`src/scg_pkg.sv`:
```
// Constants and types shared by the sleep and clock gating controller
package scg_pkg;

    // ==========================================================
    // Bus geometry
    localparam int ADDR_W = 10;
    localparam int DATA_W = 32;
    localparam int REG_W  = 8;
    localparam int IDX_W  = 8;

    // ==========================================================
    // Register indices (byte address is four times the index)
    localparam logic [IDX_W-1:0] SLEEP_CTRL_IDX = 8'h33;
    localparam logic [IDX_W-1:0] CLK_GATE0_IDX  = 8'h64;
    localparam logic [IDX_W-1:0] SLEEP_STAT_IDX = 8'h70;
    localparam logic [IDX_W-1:0] DEBUG_CTRL_IDX = 8'h71;

    // ==========================================================
    // Reset values and writable masks
    localparam logic [REG_W-1:0] SLEEP_CTRL_RST   = 8'h00;
    localparam logic [REG_W-1:0] CLK_GATE0_RST    = 8'h00;
    localparam logic [REG_W-1:0] DEBUG_CTRL_RST   = 8'h00;
    localparam logic [REG_W-1:0] SLEEP_CTRL_WMASK = 8'h0F;
    localparam logic [REG_W-1:0] CLK_GATE0_WMASK  = 8'hEF;
    localparam logic [REG_W-1:0] DEBUG_CTRL_WMASK = 8'h01;

    // ==========================================================
    // Field positions
    localparam int SLEEP_EN_BIT   = 0;
    localparam int MODE_LSB       = 1;
    localparam int MODE_MSB       = 3;
    localparam int GATE_ADC_BIT   = 0;
    localparam int GATE_USART0_BIT= 1;
    localparam int GATE_SPI_BIT   = 2;
    localparam int GATE_TIM1_BIT  = 3;
    localparam int GATE_TIM0_BIT  = 5;
    localparam int GATE_TIM2_BIT  = 6;
    localparam int GATE_TWI_BIT   = 7;
    localparam int DBG_DIS_BIT    = 0;
    localparam int STAT_ASLEEP_BIT= 0;
    localparam int STAT_MODE_LSB  = 1;
    localparam int STAT_HALT_BIT  = 4;
    localparam int STAT_DBG_BIT   = 5;
    localparam int STAT_VREF_BIT  = 6;

    // ==========================================================
    // Sleep mode codes
    localparam logic [2:0] MODE_IDLE      = 3'h0;
    localparam logic [2:0] MODE_ADC_NR    = 3'h1;
    localparam logic [2:0] MODE_PWR_DOWN  = 3'h2;
    localparam logic [2:0] MODE_PWR_SAVE  = 3'h3;
    localparam logic [2:0] MODE_RSVD_A    = 3'h4;
    localparam logic [2:0] MODE_RSVD_B    = 3'h5;
    localparam logic [2:0] MODE_STANDBY   = 3'h6;
    localparam logic [2:0] MODE_EXT_STBY  = 3'h7;

    localparam logic [2:0] BOD_OFF_CODE   = 3'h7;

    // ==========================================================
    // Wake-up timing in clock cycles
    localparam int         STBY_WAKE_CYCLES = 6;
    localparam int         WAKE_HALT_CYCLES = 4;
    localparam logic [2:0] HALT_LAST        = 3'(WAKE_HALT_CYCLES - 1);
    localparam logic [2:0] STBY_OSC_LAST    = 3'(STBY_WAKE_CYCLES - WAKE_HALT_CYCLES - 1);

    typedef enum logic [1:0] {
        SCG_ACTIVE,
        SCG_SLEEP,
        SCG_START,
        SCG_HALT
    } scg_state_t;

endpackage

```
`src/scg_ctrl.sv`:
```
// Sleep mode control and peripheral clock gating controller
// What this block does
// - Enabled ADC stays powered in every sleep
// - ADC off then on forces extended conversion
// - Comparator off in deep sleep modes unless on reference
// - Comparator on reference keeps reference powered
// - Fuse-enabled brown-out detector stays active
// - Reference powered exactly when a user needs
// - Enabled watchdog keeps running while asleep
// - Input buffers off when I/O, ADC clocks stop
// - Debug enabled keeps main oscillator running
// - Debug off by either fuse or disable bit
// - Sleep control register layout and reset
// - Mode select decodes six modes, two reserved
// - Halt sleeps only with sleep enable set
// - Clock gate register layout and reset
// - Two-wire gate bit stops its clock
// - Timer2 gated only in synchronous mode
// - Timer0, timer1 gate bits freeze timers
// - SPI and USART0 gate bits stop clocks
// - Gated ADC denies comparator the input mux
// - Gated peripheral frozen, registers inaccessible
// - Wake holds core four cycles after start-up
// - Standby wake completes within six cycles
// - Idle stops only CPU and flash clocks
`timescale 1ns/10ps

module scg_ctrl
    import scg_pkg::*;
(
    // Clock and reset
    input  wire logic                       clk,
    input  wire logic                       srst,
    // Avalon-MM slave
    input  wire logic [scg_pkg::ADDR_W-1:0] address,
    input  wire logic                       read,
    input  wire logic                       write,
    input  wire logic [scg_pkg::DATA_W-1:0] writedata,
    input  wire logic [3:0]                 byteenable,
    output logic      [scg_pkg::DATA_W-1:0] readdata,
    output logic                            waitrequest,
    // CPU core
    input  wire logic                       halt_insn,
    input  wire logic                       wake_irq,
    input  wire logic                       osc_startup_done,
    output logic                            core_halted,
    output logic                            irq_service,
    // Analog and system status
    input  wire logic                       adc_enabled,
    input  wire logic                       adc_conv_start,
    input  wire logic                       comp_enabled,
    input  wire logic                       comp_uses_vref,
    input  wire logic [2:0]                 brownout_level_fuse,
    input  wire logic                       watchdog_enabled,
    input  wire logic                       timer2_async_select,
    input  wire logic                       debug_enable_fuse,
    input  wire logic                       jtag_enable_fuse,
    // Clock domain enables
    output logic                            cpu_clk_run,
    output logic                            flash_clk_run,
    output logic                            io_clk_run,
    output logic                            adc_clk_run,
    output logic                            async_clk_run,
    output logic                            main_osc_run,
    // Peripheral clock enables, also grant register access
    output logic                            two_wire_clk_run,
    output logic                            timer2_clk_run,
    output logic                            timer0_clk_run,
    output logic                            timer1_clk_run,
    output logic                            spi_clk_run,
    output logic                            usart0_clk_run,
    output logic                            adc_clk_gate_run,
    // Analog power and modes
    output logic                            adc_power,
    output logic                            adc_extended_conv,
    output logic                            comp_power,
    output logic                            comp_mux_allowed,
    output logic                            vref_power,
    output logic                            brownout_active,
    output logic                            watchdog_run,
    output logic                            digital_input_enable,
    output logic                            debug_active
);
    import scg_pkg::*;

    // ==========================================================
    // Helpers
    function automatic logic mode_reserved(input logic [2:0] m);
        return (m == MODE_RSVD_A) || (m == MODE_RSVD_B);
    endfunction

    function automatic logic mode_standby(input logic [2:0] m);
        return (m == MODE_STANDBY) || (m == MODE_EXT_STBY);
    endfunction

    // ==========================================================
    // Registers
    logic [REG_W-1:0] sleep_mode_control;
    logic [REG_W-1:0] peripheral_clock_gate_0;
    logic [REG_W-1:0] debug_control;
    logic             bus_ack;
    scg_state_t       state;
    logic [2:0]       wake_cnt;
    logic [2:0]       sleep_mode;
    logic             adc_power_q;

    logic [2:0]       sleep_mode_select;
    logic             sleep_enable;
    logic             debug_port_disable;
    logic             bus_req;
    logic             bus_wr;
    logic [IDX_W-1:0] reg_idx;
    logic [REG_W-1:0] wbyte;
    logic [REG_W-1:0] sleep_status;
    logic             asleep;
    logic             enter_sleep;

    assign sleep_mode_select  = sleep_mode_control[MODE_MSB:MODE_LSB];
    assign sleep_enable       = sleep_mode_control[SLEEP_EN_BIT];
    assign debug_port_disable = debug_control[DBG_DIS_BIT];
    assign reg_idx            = address[ADDR_W-1:2];
    assign wbyte              = writedata[REG_W-1:0];
    assign asleep             = (state == SCG_SLEEP);

    // ==========================================================
    // Avalon slave: one wait cycle, answer on the second cycle
    assign bus_req     = read | write;
    assign waitrequest = bus_req & ~bus_ack;
    assign bus_wr      = write & bus_ack & byteenable[0];

    always_ff @(posedge clk) begin
        if (srst) begin
            bus_ack <= 1'b0;
        end else begin
            bus_ack <= bus_req & ~bus_ack;
        end
    end

    always_ff @(posedge clk) begin
        if (srst) begin
            readdata <= '0;
        end else if (read & ~bus_ack) begin
            readdata <= '0;
            unique case (reg_idx)
                SLEEP_CTRL_IDX: readdata[REG_W-1:0] <= sleep_mode_control;
                CLK_GATE0_IDX:  readdata[REG_W-1:0] <= peripheral_clock_gate_0;
                SLEEP_STAT_IDX: readdata[REG_W-1:0] <= sleep_status;
                DEBUG_CTRL_IDX: readdata[REG_W-1:0] <= debug_control;
                default:        readdata <= '0;
            endcase
        end
    end

    // Reserved bits are masked on write so they always read zero
    always_ff @(posedge clk) begin
        if (srst) begin
            sleep_mode_control <= SLEEP_CTRL_RST;
        end else if (bus_wr && reg_idx == SLEEP_CTRL_IDX) begin
            sleep_mode_control <= wbyte & SLEEP_CTRL_WMASK;
        end
    end

    always_ff @(posedge clk) begin
        if (srst) begin
            peripheral_clock_gate_0 <= CLK_GATE0_RST;
        end else if (bus_wr && reg_idx == CLK_GATE0_IDX) begin
            peripheral_clock_gate_0 <= wbyte & CLK_GATE0_WMASK;
        end
    end

    always_ff @(posedge clk) begin
        if (srst) begin
            debug_control <= DEBUG_CTRL_RST;
        end else if (bus_wr && reg_idx == DEBUG_CTRL_IDX) begin
            debug_control <= wbyte & DEBUG_CTRL_WMASK;
        end
    end

    always_comb begin
        sleep_status                                       = '0;
        sleep_status[STAT_ASLEEP_BIT]                      = asleep;
        sleep_status[STAT_MODE_LSB+2:STAT_MODE_LSB]        = sleep_mode;
        sleep_status[STAT_HALT_BIT]                        = core_halted;
        sleep_status[STAT_DBG_BIT]                         = debug_active;
        sleep_status[STAT_VREF_BIT]                        = vref_power;
    end

    // ==========================================================
    // Sleep and wake sequencer
    // A reserved code leaves the core running: the halt acts as a no-op
    assign enter_sleep = halt_insn & sleep_enable & ~mode_reserved(sleep_mode_select);

    always_ff @(posedge clk) begin
        if (srst) begin
            state    <= SCG_ACTIVE;
            wake_cnt <= '0;
        end else begin
            unique case (state)
                SCG_ACTIVE: begin
                    if (enter_sleep) begin
                        state <= SCG_SLEEP;
                    end
                end
                SCG_SLEEP: begin
                    if (wake_irq) begin
                        state    <= SCG_START;
                        wake_cnt <= '0;
                    end
                end
                SCG_START: begin
                    // Oscillator kept running in standby, so a fixed short start-up
                    if (mode_standby(sleep_mode)) begin
                        if (wake_cnt == STBY_OSC_LAST) begin
                            state    <= SCG_HALT;
                            wake_cnt <= '0;
                        end else begin
                            wake_cnt <= wake_cnt + 3'h1;
                        end
                    end else if (osc_startup_done) begin
                        state    <= SCG_HALT;
                        wake_cnt <= '0;
                    end
                end
                SCG_HALT: begin
                    if (wake_cnt == HALT_LAST) begin
                        state    <= SCG_ACTIVE;
                        wake_cnt <= '0;
                    end else begin
                        wake_cnt <= wake_cnt + 3'h1;
                    end
                end
            endcase
        end
    end

    // Mode is latched at entry so software writes while asleep cannot alter it
    always_ff @(posedge clk) begin
        if (srst) begin
            sleep_mode <= MODE_IDLE;
        end else if (state == SCG_ACTIVE && enter_sleep) begin
            sleep_mode <= sleep_mode_select;
        end
    end

    always_ff @(posedge clk) begin
        if (srst) begin
            irq_service <= 1'b0;
        end else begin
            irq_service <= (state == SCG_HALT) && (wake_cnt == HALT_LAST);
        end
    end

    assign core_halted = (state != SCG_ACTIVE);

    // ==========================================================
    // Clock domains per sleep mode
    always_comb begin
        cpu_clk_run   = ~core_halted;
        flash_clk_run = ~core_halted;
        io_clk_run    = 1'b1;
        adc_clk_run   = 1'b1;
        async_clk_run = 1'b1;
        main_osc_run  = 1'b1;
        if (state != SCG_ACTIVE && state != SCG_HALT) begin
            unique case (sleep_mode)
                MODE_IDLE: begin
                    io_clk_run  = 1'b1;
                    adc_clk_run = 1'b1;
                end
                MODE_ADC_NR: begin
                    io_clk_run  = 1'b0;
                end
                MODE_PWR_DOWN, MODE_STANDBY, MODE_RSVD_A, MODE_RSVD_B: begin
                    io_clk_run    = 1'b0;
                    adc_clk_run   = 1'b0;
                    async_clk_run = 1'b0;
                end
                MODE_PWR_SAVE, MODE_EXT_STBY: begin
                    io_clk_run  = 1'b0;
                    adc_clk_run = 1'b0;
                end
            endcase
            // Oscillator stays up in standby modes and whenever debug is live
            main_osc_run = mode_standby(sleep_mode) | debug_active
                           | (sleep_mode == MODE_IDLE) | (sleep_mode == MODE_ADC_NR);
        end
    end

    // ==========================================================
    // Peripheral clock gates
    // Gating only drops the enable, so peripheral state is held, not reset
    assign two_wire_clk_run = io_clk_run & ~peripheral_clock_gate_0[GATE_TWI_BIT];
    assign timer2_clk_run   = timer2_async_select ? async_clk_run
                            : (io_clk_run & ~peripheral_clock_gate_0[GATE_TIM2_BIT]);
    assign timer0_clk_run   = io_clk_run & ~peripheral_clock_gate_0[GATE_TIM0_BIT];
    assign timer1_clk_run   = io_clk_run & ~peripheral_clock_gate_0[GATE_TIM1_BIT];
    assign spi_clk_run      = io_clk_run & ~peripheral_clock_gate_0[GATE_SPI_BIT];
    assign usart0_clk_run   = io_clk_run & ~peripheral_clock_gate_0[GATE_USART0_BIT];
    assign adc_clk_gate_run = adc_clk_run & ~peripheral_clock_gate_0[GATE_ADC_BIT];

    // ==========================================================
    // Analog power
    // Sleep state is deliberately absent: the ADC stays up in every mode
    assign adc_power        = adc_enabled & ~peripheral_clock_gate_0[GATE_ADC_BIT];
    assign comp_mux_allowed = ~peripheral_clock_gate_0[GATE_ADC_BIT];
    assign comp_power       = comp_enabled & (~asleep | sleep_mode == MODE_IDLE
                              | sleep_mode == MODE_ADC_NR | comp_uses_vref);
    assign brownout_active  = (brownout_level_fuse != BOD_OFF_CODE);
    assign vref_power       = brownout_active | adc_power
                              | (comp_power & comp_uses_vref);
    assign watchdog_run     = watchdog_enabled;
    assign digital_input_enable = io_clk_run | adc_clk_run;
    assign debug_active     = debug_enable_fuse & jtag_enable_fuse & ~debug_port_disable;

    always_ff @(posedge clk) begin
        if (srst) begin
            adc_power_q <= 1'b0;
        end else begin
            adc_power_q <= adc_power;
        end
    end

    // Power-up sets the flag; if it meets a conversion start, the set wins
    always_ff @(posedge clk) begin
        if (srst) begin
            adc_extended_conv <= 1'b1;
        end else if (adc_power & ~adc_power_q) begin
            adc_extended_conv <= 1'b1;
        end else if (adc_conv_start) begin
            adc_extended_conv <= 1'b0;
        end
    end
endmodule // scg_ctrl

```
`config.mk`:
```
export PLATFORM = sky130hd
export DESIGN_NAME = scg_ctrl
export DESIGN_NICKNAME = d
export VERILOG_FILES = /design/src/scg_pkg.sv /design/src/scg_ctrl.sv
export SDC_FILE = /design/constraint.sdc
export NUM_CORES = 1
export LEC_CHECK = 0
export BUFFER_PORTS_ARGS = -buffer_cell sky130_fd_sc_hd__buf_2
export CAP_MARGIN = 10
export CORE_ASPECT_RATIO = 0.5
export CORE_MARGIN = 4
export CORE_UTILIZATION = 43
export DETAILED_ROUTE_END_ITERATION = 10
export GPL_TIMING_DRIVEN = 1
export MAX_ROUTING_LAYER = met4
export PLACE_DENSITY = 0.81
export SYNTH_ARGS = -nofsm -noshare
export SYNTH_HDL_FRONTEND = slang
export SYNTH_SLANG_ARGS = --single-unit
```
`constraint.sdc`:
```
create_clock -name clk -period 1.8 [get_ports clk]
set_input_delay 0.18 -clock clk [delete_from_list [all_inputs] [get_ports clk]]
set_output_delay 0.18 -clock clk [all_outputs]
set_load 0.02 [all_outputs]
```
After elaboration in Yosys (flattened, before gate mapping)
Cells that the tools add are included.

operators by class
  add/sub/neg operators = 1
  equal/unequal tests = 25
  muxes and demuxes = 22
  bitwise operators = 42
  reduce and logical (&&, ||, !) cells = 18

operator list
  kind                                                  count
  case mux 8 bit (4 select lines)                       1
  equality test 8 x 7 -> 1 bit (second input constant)  3
  bitwise AND 1 bit                                     19
  equality test 3 bit (second input constant)           6
  2-to-1 mux 3 bit                                      5
  NOT 1 bit                                             13
  2-to-1 mux 2 bit                                      6
  OR 1 bit                                              10
  equality test 3 x 2 -> 1 bit (second input constant)  3
  != test 3 bit (second input constant)                 3
  case mux 3 bit (3 select lines)                       1
  equality test 8 x 6 -> 1 bit (second input constant)  1
  != test 2 bit (second input constant)                 4
  case mux 2 bit (4 select lines)                       1
  2-to-1 mux 1 bit                                      7
  OR reduction 7 bit                                    1
  equality test 3 x 1 -> 1 bit (second input constant)  2
  logical AND 1 bit                                     6
  OR reduction 6 bit                                    1
  AND reduction 5 bit                                   1
  equality test 2 bit (second input constant)           2
  OR reduction 4 bit                                    1
  adder 3 x 1 -> 3 bit (second input constant)          1
  zero test 3 bit                                       1
  8 further kinds                                       9

word-level totals
  register bits after elaboration = 32
  output and inout bits = 57
  logic and storage cells = 119

Logic depth before layout (Yosys ltp)
Gate-level depths: netlist of the first run.

  depth in word-level cells = 9
  depth in mapped cells = 7

Worst setup path after synthesis of the first run
OpenSTA, ideal clock, no wires.

  kind = register to output
  start point = register sleep_mode[1]
  end point = output port timer2_clk_run
  arrival time = 1959 ps
  slack = -339 ps
  stages on the path, launching flop included = 5
  buffers on the path = 1
  path through = dfxtp_1 > buf_2 > o21ai_0 > nand2_1 > o31ai_1

on the way
  longest elaborated chain between the ends = 6
  elaborated cells between the ends (all ways) = 16
  classes of those cells = 7 x eq/ne; 5 x mux; 1 x bitwise; 3 x reduce/logical

RTL lines
  what                                         RTL line         RTL
  start: declaration                           scg_ctrl.sv:104  logic [2:0] sleep_mode;
  start signal: assignment                     scg_ctrl.sv:241  sleep_mode <= sleep_mode_select;
  equality test 3 bit (tied with other cells)  scg_ctrl.sv:265  unique case (sleep_mode)
  OR reduction 7 bit (no line)                 -
  case mux 1 bit (2 select lines)              scg_ctrl.sv:265
  2-to-1 mux 1 bit                             scg_ctrl.sv:264  if (state != SCG_ACTIVE && state != SCG_HALT) begin
  bitwise AND 1 bit                            scg_ctrl.sv:294  : (io_clk_run & ~peripheral_clock_gate_0[GATE_TIM2_BIT]);
  2-to-1 mux 1 bit (*)                         scg_ctrl.sv:293  assign timer2_clk_run = timer2_async_select ? async_clk_run
  end: declaration                             scg_ctrl.sv:67   output logic timer2_clk_run,

Mark *: on every way between the ends. The rest lies on a longest branch, timed or not.

Worst setup path after layout of the first run
  start point = register state[0]
  end point = output port timer2_clk_run

on the way
  longest elaborated chain between the ends = 5
  elaborated cells between the ends (all ways) = 7
  classes of those cells = 1 x eq/ne; 3 x mux; 1 x bitwise; 2 x reduce/logical

RTL lines
  what                                                        RTL line         RTL
  start: declaration                                          scg_ctrl.sv:102  scg_state_t state;
  start signal: assignment                                    scg_ctrl.sv:195  state <= SCG_ACTIVE;
  start signal: assignment                                    scg_ctrl.sv:201  state <= SCG_SLEEP;
  start signal: assignment                                    scg_ctrl.sv:206  state <= SCG_START;
  != test 2 bit / nonzero test 2 bit (equally long branches)  scg_ctrl.sv:264
  logical AND 1 bit (*)                                       scg_ctrl.sv:264
  2-to-1 mux 1 bit                                            scg_ctrl.sv:264
  bitwise AND 1 bit                                           scg_ctrl.sv:294
  2-to-1 mux 1 bit (*)                                        scg_ctrl.sv:293

Marked as above.

==> metrics, run 1 <==
Detailed Place HPWL 3760 µm; core area 4100 µm²; startpoint type of the worst setup path register; hold violation total from the final report 0; count of maximum capacitance violations 0; Area growth syn-to-layout 25.9%; achievable clock frequency approximately 0.56 GHz; worst slack at placement 0.0408 ns; total detailed-routing wirelength 4880 µm; First DRT Iteration DRCs 94; DR vias/cell between 5 and 6; I/O Buffers 64; most frequently used flop master after synthesis sky130_fd_sc_hd__dfxtp_1; final count of pins violating max slew 0; worst setup path endpoint timer2_clk_run; number of diodes added for antenna fixing 0; Reg2Reg Launch Point state[1]; number of top-level pins 121; top cells by area, synth sky130_fd_sc_hd__dfxtp_1, sky130_fd_sc_hd__buf_4, sky130_fd_sc_hd__mux2i_1; clock edge transition at the registers on the reported setup and hold paths 0.07 ns; depth of the worst register-to-register path 6; period utilisation layout 99.2%; path type of the worst setup path reg2out; synthesized instance count 218; via count of the first global-routing pass 1,683; commonest cells after routing, fill and taps aside sky130_fd_sc_hd__buf_2, sky130_fd_sc_hd__nor2_1, sky130_fd_sc_hd__dfxtp_1; Final Wtd Congestion 0.803; sort of element at the end of the critical path output pin; CTS tree yes; total cell area at the placement stage 2240 µm²; CP Launch Point state[0]; post-synthesis cell type count 45; share of the core filled with cells in the final layout slightly below 60%; CTS HTree Levels 2; Die Span Y 55.4 µm; most common library cell in the layout ignoring fill and taps sky130_fd_sc_hd__buf_2; largest net degree at the start of global routing 33; area share of the leading cell type in the synthesized netlist 33.2%; internal reg-to-reg setup slack about 0.09 ns; cell chosen for the clock root sky130_fd_sc_hd__clkbuf_8; first drt pass iteration count 4; sink count of the clock tree 32; DRC violation count after routing 0; TritonCTS Buffers 5; part of the Yosys area used for sequential elements ~33%; die area 5680 µm²; Hold/Removal Path Class in2reg; worst endpoint required time between 1.5 and 2 ns; run status finished clean; worst hold start writedata[5]; Final nets between 300 and 400; standard-cell rows 16; post-layout min period 1.79 ns; unrepaired setup endpoints after global routing true; global router's overall resource usage between 10% and 20%; clock tree skew after final layout 0.00922 ns; share of synthesized registers carrying an async set or reset 0%; final critical-path setup slack 0.0142 ns; worst relative slew slack 58.6%; clock latency on the worst-skew pair slightly below 0.3 ns; routed via count ~1,700; Syn Std Cell Area 1930 µm²; clk buf depth 2; slew at the pin with the worst max-slew slack 0.621 ns; arrival time at the worst endpoint ~1.6 ns; synthesized flop and latch total 32; Final ANT Viol Nets 0; power per cell area about 770 nW/µm²; maximum vdd drop 0.401 mV; wire per inst 14.1 µm; average size of a mapped cell 8.84 µm²; initial antenna violation count 0; share of final-layout standard cells stronger than drive strength 1 37.5%; horizontal die dimension ~100 µm; overflow left after global routing 0; area of all placed cells without fillers 2430 µm²; critical path peak fanout 4; final setup violating endpoints 0; initial standard-cell utilization of the core 47.0%; number of synthesized flops with an enable pin 0; FF-to-FF End state[0]; YS warnings 0; wire length of the first global-routing pass 7780 µm; Leakage Power 0.00116 µW; library cell occupying the most area in the post-synthesis netlist sky130_fd_sc_hd__dfxtp_1; Tot Pwr 1860 µW
==> layer usage <==
layer / global-route usage (%) / wire length, µm / vias to the layer above
li1: - / - / 846
met1: 18.5 / 1970 / 819
met2: 31.1 / 2500 / 63
met3: 4.15 / 312 / 13
met4: 6.73 / 99 / 0
met5: - / 0 / -
==> registers in the layout (all words and copies together), names as in the netlist <==
name / cells
bus_ack: 1
readdata: 8
state: 2
adc_power_q: 1
irq_service: 1
wake_cnt: 3
sleep_mode_control: 4
adc_extended_conv: 1
peripheral_clock_gate_0: 7
debug_control: 1
sleep_mode: 3
==> cell type report <==
class	instances	area [µm²]
clock buffer	6	72.6
timing repair buffer	77	428
fill	336	1680
clock inverter	2	35.0
multi-input combinational	157	1120
inverter	17	63.8
sequential	32	643
tap	54	67.6
==> worst min path at each step <==
stage | endpoint | slack, ns | depth (start not counted)
after global placement | watchdog_run | 0.36 | 0
after global routing | adc_extended_conv | 0.13 | 2
final | peripheral_clock_gate_0[5] | 0.12 | 3
after CTS | peripheral_clock_gate_0[5] | 0.12 | 3
after floorplan | readdata[1] | 0.25 | 1
after detailed placement | watchdog_run | 0.36 | 0
==> power by group <==
part	switching (µW)	internal [µW]	leakage, µW
logic	259	169	0.000849
clock network	275	411	0.0000552
registers	16.7	729	0.000260
==> Yosys cell counts (2+ instances only) <==
cell	n
sky130_fd_sc_hd__a222oi_1	3
sky130_fd_sc_hd__a211o_1	2
sky130_fd_sc_hd__a211oi_2	3
sky130_fd_sc_hd__and2_1	4
sky130_fd_sc_hd__buf_6	2
sky130_fd_sc_hd__inv_1	17
sky130_fd_sc_hd__nor3_1	3
sky130_fd_sc_hd__a22o_1	5
sky130_fd_sc_hd__nor4bb_1	2
sky130_fd_sc_hd__clkbuf_1	5
sky130_fd_sc_hd__buf_4	26
sky130_fd_sc_hd__a21oi_1	4
sky130_fd_sc_hd__nand3_1	4
sky130_fd_sc_hd__nor2b_1	3
sky130_fd_sc_hd__a21oi_2	3
sky130_fd_sc_hd__nor2_1	31
sky130_fd_sc_hd__nand2_1	15
sky130_fd_sc_hd__ha_1	8
sky130_fd_sc_hd__mux2i_1	16
sky130_fd_sc_hd__o21ai_0	2
sky130_fd_sc_hd__buf_2	2
sky130_fd_sc_hd__a211oi_1	2
sky130_fd_sc_hd__dfxtp_1	32
sky130_fd_sc_hd__a22oi_2	2
sky130_fd_sc_hd__a221oi_1	2
==> cells by family after synthesis <==
logic type	share of synthesized area (%)
multiplexers	8.89
adder cells (fa/ha/maj)	5.19
buffers and inverters	16.1
flip-flops	33.2
AO/OA/AOI/OAI	16.8
other	0.194
AND/OR/NAND/NOR	19.1
XOR/XNOR	0.454
==> worst max-delay path: stages, from the launching register on <==
cell	delay, ns
sky130_fd_sc_hd__dfxtp_2	0.33
sky130_fd_sc_hd__inv_2	0.06
sky130_fd_sc_hd__ha_4	0.29
sky130_fd_sc_hd__o21ai_4	0.07
sky130_fd_sc_hd__buf_6	0.12
sky130_fd_sc_hd__a21o_1	0.17
sky130_fd_sc_hd__nand2_2	0.09
sky130_fd_sc_hd__o31ai_4	0.07
sky130_fd_sc_hd__buf_6	0.13
==> stage by stage <==
stage               cells  hold slack (ns)  setup TNS, ns
floorplan             241            0.253         -0.248
global placement      334            0.360              0
detailed placement    334            0.360              0
CTS                   344            0.121              0
global route          345            0.126        -0.0420
finish                345            0.124              0
==> repair_timing <==
action / CTS / global route
buffers inserted: 2 / 1
hold buffers: 0 / 0
gates resized for setup: 10 / 4
setup endpoints to repair: 9 / 3
pin swaps: 2 / 2
cloned: 0 / 0
Power figures use the tool's default switching activity.
==> run 2, diff against run 1 <==
BUFFER_PORTS_ARGS = unset   (was -buffer_cell sky130_fd_sc_hd__buf_2)
CORE_UTILIZATION = 61   (was 43)
DONT_BUFFER_PORTS = 1   (was unset)
PLACE_DENSITY = 0.77   (was 0.81)
==> run 2 against run 1 <==
Effect of this change:
- sequential share of layout area is 3.5 points higher
- clock skew about the same
- clock power rose by 2%
- critical path depth down 1
- non-clock buffer count decreased by 56
- hold slack worse by 0.12 ns
- worst setup slack better by 0.058 ns
- global-route usage is 4.5 points higher
- cell area fell by 12%
- fmax is 3.3% higher
==> metrics, run 2 (synthesized netlist as in run 1, its figures left out) <==
run status finished clean; worst slack at placement 0.0317 ns; wire per inst roughly 16 µm; depth of the worst register-to-register path 8; internal reg-to-reg setup slack 0.11 ns; final count of pins violating max slew 0; CP Launch Point state[0]; Final ANT Viol Nets 0; clk buf depth 2; arrival time at the worst endpoint 1.55 ns; I/O Buffers 0; worst setup path endpoint timer2_clk_run; unrepaired setup endpoints after global routing false; hold violation total from the final report 0; final setup violating endpoints 0; Leakage Power 0.000953 µW; count of filler cells inserted in the layout between 200 and 250; clock latency on the worst-skew pair 0.29 ns; total cell area at the placement stage around 2000 µm²; clock tree skew after final layout slightly above 0.009 ns; standard-cell rows 14; biggest regs readdata x8, peripheral_clock_gate_0 x7, sleep_mode_control x4; area of all placed cells without fillers 2150 µm²; Final Wtd Congestion 0.831; startpoint type of the worst setup path register; relative contribution of combinational cells to total power approximately a fifth; maximum vdd drop 0.553 mV; First DRT Iteration DRCs 126; DRC violation count after routing 0; share of the core filled with cells in the final layout between 70% and 80%; path type of the worst setup path reg2out; CTS HTree Levels 2; Clk network pwr share 38.9%; core area 3010 µm²; total detailed-routing wirelength 4470 µm; number of top-level pins 121; Final nets 306; initial antenna violation count 0; Sw Pwr 524 µW; part of the power in registers 41.8%; largest net degree at the start of global routing 32; TritonCTS Buffers 5; worst endpoint required time 1.62 ns; period utilisation layout between 90% and 100%; met1 usage in global routing roughly a quarter; Die Span Y between 40 and 50 µm; DR vias/cell 5.67; Largest Register readdata; routed via count 1,560; overflow left after global routing 0; Reg2Reg Launch Point state[1]; first drt pass iteration count 4; post-layout min period between 1.5 and 2 ns; share of final-layout standard cells stronger than drive strength 1 between 20% and 30%; number of diodes added for antenna fixing 0; global router's overall resource usage ~22%; wire length of the first global-routing pass 6630 µm; cell chosen for the clock root sky130_fd_sc_hd__clkbuf_8; Hold/Removal Path Class in2reg; via count of the first global-routing pass 1,408; final critical-path setup slack 0.0718 ns; flip-flop count of the largest register after layout 8; commonest cells after routing, fill and taps aside sky130_fd_sc_hd__nor2_1, sky130_fd_sc_hd__dfxtp_1, sky130_fd_sc_hd__conb_1; achievable clock frequency between 0.5 and 0.6 GHz; sort of element at the end of the critical path output pin; CTS tree yes; final-layout setup total negative slack 0 ns; tightest hold margin 0.00776 ns; switching power share of the total between 20 and 30%; horizontal die dimension 87.5 µm; total internal power 1270 µW; slew at the pin with the worst max-slew slack about 0.65 ns; power per cell area 836 nW/µm²; Detailed Place HPWL 3320 µm; worst relative slew slack between 50 and 60%; Area growth syn-to-layout 11.3%; sink count of the clock tree 32; global routing met2 resource utilization 35.5%; FF-to-FF End wake_cnt[0]; critical path peak fanout 3; layer with the highest usage after global routing met2; count of maximum capacitance violations 0; met3 track utilization from global routing 8.93%; clock edge transition at the registers on the reported setup and hold paths 0.06 ns; initial standard-cell utilization of the core roughly 64%; most common library cell in the layout ignoring fill and taps sky130_fd_sc_hd__nor2_1; die area 4180 µm²
## run 2: per-layer routing
layer / wire length, µm / share of wire, % / up-vias
li1: - / - / 730
met1: 1840 / 41 / 755
met2: 2150 / 48 / 72
met3: 451 / 10 / 3
met4: 21 / 0.47 / 0
met5: 0 / 0 / -
## run 2: final cells by class
cell class / instances / area, µm² / share of cell area [%]
Multi-Input combinational cell: 157 / 1100 / 51.4
Sequential cell: 32 / 643 / 30.0
Timing Repair Buffer: 21 / 174 / 8.10
Clock buffer: 5 / 68.8 / 3.21
Inverter: 17 / 63.8 / 2.97
Tap cell: 40 / 50.0 / 2.33
Clock inverter: 3 / 42.5 / 1.98
## run 2: power groups by stage
stage	registers (µW)	clock network [µW]	logic [µW]
floorplan	759	0	278
global placement	761	0	278
detailed placement	763	0	286
CTS	750	707	318
global route	753	747	369
finish	750	697	347
## run 2: worst min path at each step
stage | from | end | slack [ns] | depth (start not counted)
5_1_grt | srst | adc_extended_conv | 0.002 | 2
6_report | srst | adc_extended_conv | 0.008 | 2
2_1_floorplan | srst | readdata[1] | 0.25 | 1
3_5_place_dp | srst | readdata[4] | 0.26 | 1
4_1_cts | srst | adc_extended_conv | 0.005 | 2
3_3_place_gp | srst | readdata[7] | 0.25 | 1
## run 2: metrics by stage
stage	cells	total power (µW)
2_1_floorplan	241	1040
3_3_place_gp	263	1040
3_5_place_dp	263	1050
4_1_cts	273	1770
5_1_grt	275	1870
6_report	275	1790
## run 2: what timing repair did
item,4_1_cts,5_1_grt
endpoints found under the setup margin,9,10
hold endpoints to repair,31,0
gates resized for setup,6,3
hold buffers,1,0
pin swaps,1,3
setup buffers,1,2
## run 2: worst max-delay path: stages, from the launching register on
cell                      delay [ns]
sky130_fd_sc_hd__dfxtp_2        0.36
sky130_fd_sc_hd__inv_2          0.06
sky130_fd_sc_hd__ha_4           0.27
sky130_fd_sc_hd__o21ai_2        0.07
sky130_fd_sc_hd__buf_6          0.14
sky130_fd_sc_hd__a21o_1         0.18
sky130_fd_sc_hd__nand2_2        0.09
sky130_fd_sc_hd__o31ai_4        0.10
